### config.mk
export PLATFORM = sky130hd
export DESIGN_NAME = ccr_top
export DESIGN_NICKNAME = d
export VERILOG_FILES = /design/src/hw/ccr_pkg.sv /design/src/hw/ccr_mem_if.sv /design/src/hw/ccr_valid_mem.sv /design/src/hw/ccr_top.sv
export SDC_FILE = /design/constraint.sdc
export NUM_CORES = 1
export LEC_CHECK = 0
export ABC_AREA = 1
export ABC_CLOCK_PERIOD_IN_PS = 2000
export BUFFER_PORTS_ARGS = -buffer_cell sky130_fd_sc_hd__buf_4
export CELL_PAD_IN_SITES_DETAIL_PLACEMENT = 2
export CELL_PAD_IN_SITES_GLOBAL_PLACEMENT = 2
export CORE_UTILIZATION = 34
export CTS_CLUSTER_DIAMETER = 80
export DETAILED_ROUTE_END_ITERATION = 12
export HOLD_SLACK_MARGIN = 0.05
export PLACE_DENSITY_LB_ADDON = 0.1
export SLEW_MARGIN = 20
export SYNTH_ARGS = -nofsm -noshare
export SYNTH_HDL_FRONTEND = slang
export SYNTH_SLANG_ARGS = --single-unit
### constraint.sdc
create_clock -name i_clk -period 2 [get_ports i_clk]
set_input_delay 0.1 -clock i_clk [delete_from_list [all_inputs] [get_ports i_clk]]
set_output_delay 0.1 -clock i_clk [all_outputs]
set_load 0.01 [all_outputs]
### src/hw/ccr_pkg.sv
// Shared constants, types and ratio decode for the core clock ratio and reset block
package ccr_pkg;

    // ------------------------------------------------------------
    // Clock and timing
    // ------------------------------------------------------------
    localparam int CLK_PERIOD_NS   = 100;
    localparam int PLL_SETTLE_NS   = 10000;
    localparam int PLL_SETTLE_CYC  = (PLL_SETTLE_NS + CLK_PERIOD_NS - 1) / CLK_PERIOD_NS;

    // ------------------------------------------------------------
    // Strap and multiplier layout
    // ------------------------------------------------------------
    localparam int STRAP_W         = 3;
    localparam int STRAP_MSB_POS   = 2;
    localparam int MULT_W          = 4;
    localparam int REV_W           = 8;
    localparam int MAX_MULT        = 8;

    // Reset values
    localparam logic [STRAP_W-1:0] STRAP_RST = 3'h0;
    localparam logic [REV_W-1:0]   REV_RST   = 8'h00;
    localparam logic [MULT_W-1:0]  MULT_RST  = 4'h4;

    // Revision groups of the identity register
    typedef enum logic [1:0] {
        CCR_GRP_EARLY,
        CCR_GRP_MIDDLE,
        CCR_GRP_LATE
    } ccr_grp_t;

    // Test-only encoding of the straps
    localparam logic [STRAP_W-1:0] STRAP_TEST = 3'h0;

    // Strap code to core multiplier, per revision group
    function automatic logic [MULT_W-1:0] ccr_decode(input ccr_grp_t grp,
                                                     input logic [STRAP_W-1:0] code);
        logic [MULT_W-1:0] m;
        m = MULT_RST;
        case (grp)
            CCR_GRP_EARLY: begin
                case (code[1:0])
                    2'h0:    m = 4'h4;
                    2'h1:    m = 4'h6;
                    2'h2:    m = 4'h7;
                    default: m = 4'h5;
                endcase
            end
            CCR_GRP_MIDDLE: begin
                case (code[1:0])
                    2'h0:    m = 4'h4;
                    2'h1:    m = 4'h6;
                    2'h2:    m = 4'h7;
                    default: m = 4'h8;
                endcase
            end
            default: begin
                case (code)
                    3'h0:    m = 4'h4;
                    3'h1:    m = 4'hA;
                    3'h2:    m = 4'h9;
                    3'h3:    m = 4'h5;
                    3'h4:    m = 4'h4;
                    3'h5:    m = 4'h6;
                    3'h6:    m = 4'h7;
                    default: m = 4'h8;
                endcase
            end
        endcase
        return m;
    endfunction

endpackage

### src/hw/ccr_mem_if.sv
// Port bundle between the controller and the cache valid-bit store
`timescale 1ns/1ps
`default_nettype none
interface ccr_mem_if #(parameter int AW = 6);
    logic          we;
    logic [AW-1:0] waddr;
    logic          wdata;
    logic [AW-1:0] raddr;
    logic          rdata;

    // Controller side
    modport ctrl (output we, output waddr, output wdata, output raddr, input rdata);
    // Store side
    modport mem  (input we, input waddr, input wdata, input raddr, output rdata);
endinterface
`default_nettype wire

### src/hw/ccr_valid_mem.sv
// Cache line valid-bit store with registered read data
`timescale 1ns/1ps
`default_nettype none
module ccr_valid_mem #(
    parameter int LINES = 64,
    parameter int AW    = 6
) (
    // Clock and reset
    input  wire logic i_clk,
    input  wire logic i_resetn,
    // Access port
    ccr_mem_if.mem    bus
);

    logic [LINES-1:0] valid;

    // ------------------------------------------------------------
    // Storage and read register
    // ------------------------------------------------------------
    // Write one entry per cycle
    always_ff @(posedge i_clk) begin
        if (!i_resetn) begin
            valid <= '0;
        end else if (bus.we) begin
            valid[bus.waddr] <= bus.wdata;
        end
    end

    // Registered read data
    always_ff @(posedge i_clk) begin
        if (!i_resetn) begin
            bus.rdata <= 1'b0;
        end else begin
            bus.rdata <= valid[bus.raddr];
        end
    end

endmodule // ccr_valid_mem
`default_nettype wire

### src/hw/ccr_top.sv
// Core clock ratio selection and reset sequencing
`timescale 1ns/1ps
`default_nettype none
module ccr_top
    import ccr_pkg::*;
#(
    parameter int               CACHE_LINES = 64,
    parameter int               CACHE_AW    = 6,
    parameter logic [REV_W-1:0] REV_MID_MIN  = 8'h20, // Arbitrary value
    parameter logic [REV_W-1:0] REV_LATE_MIN = 8'h40  // Arbitrary value
) (
    // Clock and block reset
    input  wire logic                i_clk,
    input  wire logic                i_resetn,
    // Reset pin, asynchronous, active high
    input  wire logic                i_reset_pin,
    // Straps and identity
    input  wire logic [STRAP_W-1:0]  i_core_ratio_straps,
    input  wire logic [REV_W-1:0]    i_device_identity_reg,
    // PLL status
    input  wire logic                i_pll_locked,
    // Cache valid-bit access
    input  wire logic                i_fill_we,
    input  wire logic [CACHE_AW-1:0] i_fill_idx,
    input  wire logic [CACHE_AW-1:0] i_lookup_idx,
    // PLL control
    output logic [MULT_W-1:0]        o_pll_mult,
    output logic                     o_pll_ratio_test,
    output logic                     o_pci_ref_sel,
    // Reset outputs, active low
    output logic                     o_core_resetn,
    output logic                     o_periph_resetn,
    // Cache status
    output logic                     o_inval_busy,
    output var logic                 o_lookup_valid
);

    typedef enum logic [1:0] {
        ST_INVAL,
        ST_HOLD,
        ST_SETTLE,
        ST_RUN
    } ccr_state_t;

    localparam logic [7:0]          SETTLE_LAST = 8'(PLL_SETTLE_CYC - 1);
    localparam logic [CACHE_AW-1:0] IDX_LAST    = CACHE_AW'(CACHE_LINES - 1);

    ccr_state_t          state;
    ccr_state_t          next_state;
    logic                rst_meta;
    logic                rst_sync;
    logic [STRAP_W-1:0]  strap_q;
    logic [REV_W-1:0]    rev_q;
    ccr_grp_t            grp;
    logic [CACHE_AW-1:0] inv_idx;
    logic [7:0]          settle_cnt;

    ccr_mem_if #(.AW(CACHE_AW)) mem_bus ();

    // ------------------------------------------------------------
    // Reset pin synchroniser
    // ------------------------------------------------------------
    // Two flops; only the second is used downstream
    always_ff @(posedge i_clk) begin
        if (!i_resetn) begin
            rst_meta <= 1'b0;
            rst_sync <= 1'b0;
        end else begin
            rst_meta <= i_reset_pin;
            rst_sync <= rst_meta;
        end
    end

    // ------------------------------------------------------------
    // Sequencer
    // ------------------------------------------------------------
    // Next state; the single reset pin is the only reset source
    always_comb begin
        next_state = state;
        if (rst_sync) begin
            next_state = (state == ST_INVAL && inv_idx != IDX_LAST) ? ST_INVAL :
                         (state == ST_INVAL || state == ST_HOLD) ? ST_HOLD : ST_INVAL;
        end else begin
            case (state)
                ST_INVAL:  next_state = (inv_idx == IDX_LAST) ? ST_HOLD : ST_INVAL;
                ST_HOLD:   next_state = ST_SETTLE;
                ST_SETTLE: next_state = (i_pll_locked && settle_cnt == SETTLE_LAST) ?
                                        ST_RUN : ST_SETTLE;
                ST_RUN:    next_state = ST_RUN;
                default:   next_state = ST_INVAL;
            endcase
        end
    end

    // State register
    always_ff @(posedge i_clk) begin
        if (!i_resetn) begin
            state <= ST_INVAL;
        end else begin
            state <= next_state;
        end
    end

    // Cache invalidation walk, restarted by every reset entry
    always_ff @(posedge i_clk) begin
        if (!i_resetn) begin
            inv_idx <= '0;
        end else if (next_state == ST_INVAL && state != ST_INVAL) begin
            inv_idx <= '0;
        end else if (state == ST_INVAL && inv_idx != IDX_LAST) begin
            inv_idx <= inv_idx + 1'b1;
        end
    end

    // PLL settle counter, restarts while the PLL is out of lock
    always_ff @(posedge i_clk) begin
        if (!i_resetn) begin
            settle_cnt <= '0;
        end else if (state != ST_SETTLE || !i_pll_locked) begin
            settle_cnt <= '0;
        end else if (settle_cnt != SETTLE_LAST) begin
            settle_cnt <= settle_cnt + 1'b1;
        end
    end

    // ------------------------------------------------------------
    // Strap capture and ratio decode
    // ------------------------------------------------------------
    // Straps and revision latched only while held in reset
    always_ff @(posedge i_clk) begin
        if (!i_resetn) begin
            strap_q <= STRAP_RST;
            rev_q   <= REV_RST;
        end else if (state == ST_INVAL || state == ST_HOLD) begin
            strap_q <= i_core_ratio_straps;
            rev_q   <= i_device_identity_reg;
        end
    end

    // Revision group from the identity value range
    always_comb begin
        if (rev_q >= REV_LATE_MIN) begin
            grp = CCR_GRP_LATE;
        end else if (rev_q >= REV_MID_MIN) begin
            grp = CCR_GRP_MIDDLE;
        end else begin
            grp = CCR_GRP_EARLY;
        end
    end

    // Multiplier for the PLL referenced to the PCI-synchronous clock
    always_ff @(posedge i_clk) begin
        if (!i_resetn) begin
            o_pll_mult       <= MULT_RST;
            o_pll_ratio_test <= 1'b0;
            o_pci_ref_sel    <= 1'b0;
        end else begin
            o_pll_mult       <= ccr_decode(grp, strap_q);
            o_pll_ratio_test <= (grp == CCR_GRP_LATE) ? (strap_q == STRAP_TEST) :
                                (strap_q[1:0] == STRAP_TEST[1:0]);
            o_pci_ref_sel    <= 1'b1;
        end
    end

    // ------------------------------------------------------------
    // Reset outputs and cache access
    // ------------------------------------------------------------
    // Core and peripherals leave reset together
    always_ff @(posedge i_clk) begin
        if (!i_resetn) begin
            o_core_resetn   <= 1'b0;
            o_periph_resetn <= 1'b0;
            o_inval_busy    <= 1'b1;
        end else begin
            o_core_resetn   <= (next_state == ST_RUN);
            o_periph_resetn <= (next_state == ST_RUN);
            o_inval_busy    <= (next_state == ST_INVAL);
        end
    end

    // Invalidation owns the write port; fills only when running
    assign mem_bus.we    = (state == ST_INVAL) || (state == ST_RUN && i_fill_we);
    assign mem_bus.waddr = (state == ST_INVAL) ? inv_idx : i_fill_idx;
    assign mem_bus.wdata = (state != ST_INVAL);
    assign mem_bus.raddr = i_lookup_idx;
    assign o_lookup_valid = mem_bus.rdata;

    ccr_valid_mem #(
        .LINES (CACHE_LINES),
        .AW    (CACHE_AW)
    ) u_valid (
        .i_clk    (i_clk),
        .i_resetn (i_resetn),
        .bus      (mem_bus.mem)
    );

    // ------------------------------------------------------------
    // Checks
    // ------------------------------------------------------------
    a_pin_sync_edge: assert property (@(posedge i_clk) disable iff (!i_resetn)
        ($past(i_resetn) && $past(i_resetn, 2) && $past(i_reset_pin, 2)) |-> rst_sync)
        else $error("reset pin not seen two edges later");

    a_reset_aborts: assert property (@(posedge i_clk) disable iff (!i_resetn)
        rst_sync |=> (!o_core_resetn && !o_periph_resetn))
        else $error("core left running during reset");

    a_inval_walk: assert property (@(posedge i_clk) disable iff (!i_resetn)
        (state == ST_INVAL) |-> (mem_bus.we && !mem_bus.wdata && mem_bus.waddr == inv_idx))
        else $error("invalidation not clearing entries");

    a_settle_wait: assert property (@(posedge i_clk) disable iff (!i_resetn)
        (state == ST_RUN && $past(state) == ST_SETTLE) |->
        ($past(i_pll_locked) && $past(settle_cnt) == SETTLE_LAST))
        else $error("core released before pll settled");

    a_strap_hold: assert property (@(posedge i_clk) disable iff (!i_resetn)
        ($past(state) == ST_RUN && state == ST_RUN) |-> $stable(strap_q))
        else $error("straps sampled outside reset");

    a_early_decode: assert property (@(posedge i_clk) disable iff (!i_resetn)
        (grp == CCR_GRP_EARLY && strap_q[1:0] == 2'h3) |=> (o_pll_mult == 4'h5))
        else $error("early group code 11 not x5");

    a_middle_decode: assert property (@(posedge i_clk) disable iff (!i_resetn)
        (grp == CCR_GRP_MIDDLE && strap_q[1:0] == 2'h3) |=> (o_pll_mult == 4'h8))
        else $error("middle group code 11 not x8");

    a_late_decode: assert property (@(posedge i_clk) disable iff (!i_resetn)
        (grp == CCR_GRP_LATE && strap_q == 3'h1) |=> (o_pll_mult == 4'hA))
        else $error("late group code 001 not x10");

    a_msb_ignored: assert property (@(posedge i_clk) disable iff (!i_resetn)
        (grp != CCR_GRP_LATE && strap_q == 3'h4) |=> (o_pll_ratio_test && o_pll_mult == 4'h4))
        else $error("top strap bit used in early revisions");

    a_group_range: assert property (@(posedge i_clk) disable iff (!i_resetn)
        (rev_q < REV_MID_MIN) |-> (grp == CCR_GRP_EARLY))
        else $error("low revision not early group");

    a_mult_bound: assert property (@(posedge i_clk) disable iff (!i_resetn)
        (grp != CCR_GRP_LATE) |=> (o_pll_mult <= 4'(MAX_MULT)))
        else $error("multiplier above eight");

    a_joint_release: assert property (@(posedge i_clk) disable iff (!i_resetn)
        $rose(o_core_resetn) |-> ($rose(o_periph_resetn) && !o_inval_busy))
        else $error("core and peripherals released apart");

    a_ref_common: assert property (@(posedge i_clk) disable iff (!i_resetn)
        $past(i_resetn) |-> o_pci_ref_sel)
        else $error("pll reference not the pci clock");

endmodule // ccr_top
`default_nettype wire

==> run_results.csv <==
group,metric,value,unit
clocking,clk_latency,0.36,ns
timing,slew_viol_final,0,
yosys,syn_nets,691,
clocking,clock_path_buffers,2,
final_layout,syn2layout_area_growth,19.6,%
flow_run,cap_violations,0,
final_layout,multi_input_area,0.00240,mm^2
placement,gp_congestion,0.779,
setup_path,required,2.29,ns
clocking,numCtsBuffers,9,
route,drc_errors,0,
global_routing,antenna_found_initial,0,
floorplanning,rows,42,
yosys,yosysTopAreaCell,"dfxtp_1",
route,ant_nets,0,
route,wl_per_cell,19.4,um
timing,setup_viol,0,
power,leakage,2.20,nW
yosys,synth_area_leaders,"dfxtp_1, nand2_1, nand3_1",
setup_path,cp-start-kind,"flip-flop",
timing,setup_ws,0.113,ns
yosys,synth_edf_count,0,
global_routing,grt_pass1_wl,27400,um
global_routing,grt_pass1_vias,5183,
yosys,yosys_most_used_dff,"dfxtp_1",
clocking,cts_sinks,97,
route,viasPerCell,5.40,
setup_path,path_max_fanout,10,
final_layout,regArea,0.00194,mm^2
yosys,syn_area_per_cell,7.12,um^2
yosys,synth_area,0.00467,mm^2
floorplanning,die_y,119,um
timing,worst_pin_slew,0.505,ns
floorplanning,fp.dieW,119,um
setup_path,endpoint_kind,"flip-flop",
global_routing,grt_usage,25.3,%
placement,portBuffers,32,
floorplanning,ios,38,
timing,fmax,0.530,GHz
timing,hold_viol,0,
route,first_pass_iters,4,
power,fin_total_pwr,0.00444,W
yosys,syn_inst,656,
route,top_layer,"met4",
min_path,min_path_type,"input pin to flip-flop",
placement,place_hpwl,11500,um
route,vias,4742,
route,routed_wl,17000,um
route,drtIter0Drc,217,
global_routing,grt_overflow,0,
route,wl_met3,497,um
timing,max_slew_margin,66.3,%
clocking,cts_tree,"done",
route,drt-met1-wl,7540,um
final_layout,drive_above_1_share,16.5,%
run_status,status,"finished clean",
power,ir_worst_vdd,0.371,mV
clocking,cts_root_buffer,"clkbuf_16",
yosys,yosysMostFrequentCell,"nand2_1",
final_layout,layout.nets,732,
floorplanning,dieArea,0.0142,mm^2
floorplanning,initial_core_util,35.1,%
yosys,ys_seq_area_share,41.6,%
setup_path,worst_ep_arrival_time,2.17,ns
floorplanning,coreArea,0.0133,mm^2
setup_path,critPathKind,"flip-flop to flip-flop",
yosys,ys_ff_latch,97,
power,p_per_area,795,mW/mm^2
clocking,cts_max_level,3,
placement,place_area,0.00515,mm^2
clocking,cts.reportedPaths.clkPinSlew,0.07,ns
timing,period_needed,1.89,ns
route,wl_met2,8630,um
yosys,ys_async_sr_fraction,0,%
yosys,ys_warn_count,0,
yosys,synth_top_area_share,41.6,%
yosys,synth.distinct_cells,37,
global_routing,grt_max_degree,44,
timing,period_share,94.4,%
final_layout,antennaDiodeCount,0,
timing,fin_skew,0.0130,ns
final_layout,nFillCells,1561,
placement,pre_cts_ws,-0.0120,ns
yosys,synth_common_cells,"nand2_1, dfxtp_1, nand3_1",
final_layout,stdcell_area,0.00559,mm^2
final_layout,utilization,42.0,%
-- critical path, stage by stage, from the launching register on --
cell and delay, ns:
dfxtp_2 0.36, nor2_8 0.19, nand2_1 0.08, o21ai_1 0.18, inv_1 0.14, nor2_2 0.22
nand2_4 0.19, inv_2 0.19, nand3_1 0.10, a21oi_1 0.15
-- stage by stage --
stage | instances | hold slack, ns | setup TNS [ns]
2_1_floorplan | 656 | 0.128 | 0
3_5_place_dp | 853 | 0.304 | -0.0120
4_1_cts | 876 | 0.0625 | -0.0193
6_report | 878 | 0.0756 | 0
5_1_grt | 878 | 0.0692 | -0.0106
3_3_place_gp | 853 | 0.284 | 0
-- cell families (layout without fill, tap and decap cells) --
kind of cell | count (synthesis) | count (layout) | share of synthesized area, %
xor gates and xnor gates | 6 | 6 | 1.13
AOI/OAI and AO/OA | 141 | 141 | 15.9
and+or+nand+nor | 318 | 318 | 32.1
DFF | 97 | 97 | 41.6
adders and majority gates | 7 | 7 | 1.88
buffers and inverters | 87 | 133 | 7.40
-- where the power goes --
group          leakage (nW)  switching (W)  total, W  internal, W
logic                  1.26       0.000373  0.000532     0.000159
registers             0.787      0.0000222   0.00199      0.00196
clock network         0.153       0.000816   0.00192      0.00110
-- per-layer routing --
metal / vias to the layer above / track usage (%)
li1: 2269 / -
met1: 2395 / 30.4
met2: 55 / 44.5
met3: 23 / 5.17
met4: 0 / 8.47
met5: - / 0
-- final cells by class --
class                      instances  area share (%)
multi-input combinational        472            43.0
sequential                        97            34.8
timing repair buffer              60            8.60
clock buffer                      10            4.10
tap                              176            3.94
inverter                          57            3.92
clock inverter                     6            1.61
-- sequential cells by signal (all words and copies together) (netlist names) --
register / flops
rev_q: 3
u_valid.valid: 64
u_valid.bus.rdata: 1
strap_q: 3
inv_idx: 6
o_inval_busy: 1
o_periph_resetn: 1
o_pci_ref_sel: 1
rst_sync: 1
settle_cnt: 8
o_pll_ratio_test: 1
rst_meta: 1
state: 2
o_pll_mult: 4
-- timing repair --
action / 4_1_cts / 5_1_grt
pin swaps: 0 / 1
buffers inserted: 0 / 2
endpoints found under the hold margin: 7 / 0
setup endpoints to repair: 2 / 43
gates resized for setup: 1 / 10
hold buffers: 7 / 0
-- placed cells by master, fill, tap and decap left out, drive strengths merged --
master / n
o211ai: 1
a21oi: 77
a31oi: 1
clkinv: 2
o31ai: 1
dlygate4sd3: 7
a211o: 1
nor3b: 2
nor2: 57
clkbuf: 10
or2: 2
nor3: 45
nand2: 125
inv: 58
nor4: 1
ha: 7
buf: 53
nand4: 3
o21ai: 58
a211oi: 1
xor2: 4
clkinvlp: 1
dfxtp: 97
o211a: 1
nand3: 82
bufinv: 2
or4: 1
xnor2: 2
-- path summary, 6_finish.rpt --
kind / slack, ns / depth (start not counted) / from / endpoint
min: 0.08 / 3 / i_lookup_idx[5] / u_valid.bus.rdata
max reg2reg: 0.11 / 9 / state[0] / u_valid.valid[1]
min reg2reg: 0.44 / 2 / rst_meta / rst_sync
max: 0.11 / 9 / state[0] / u_valid.valid[1]
No activity file was read; power rests on OpenSTA's default activity.
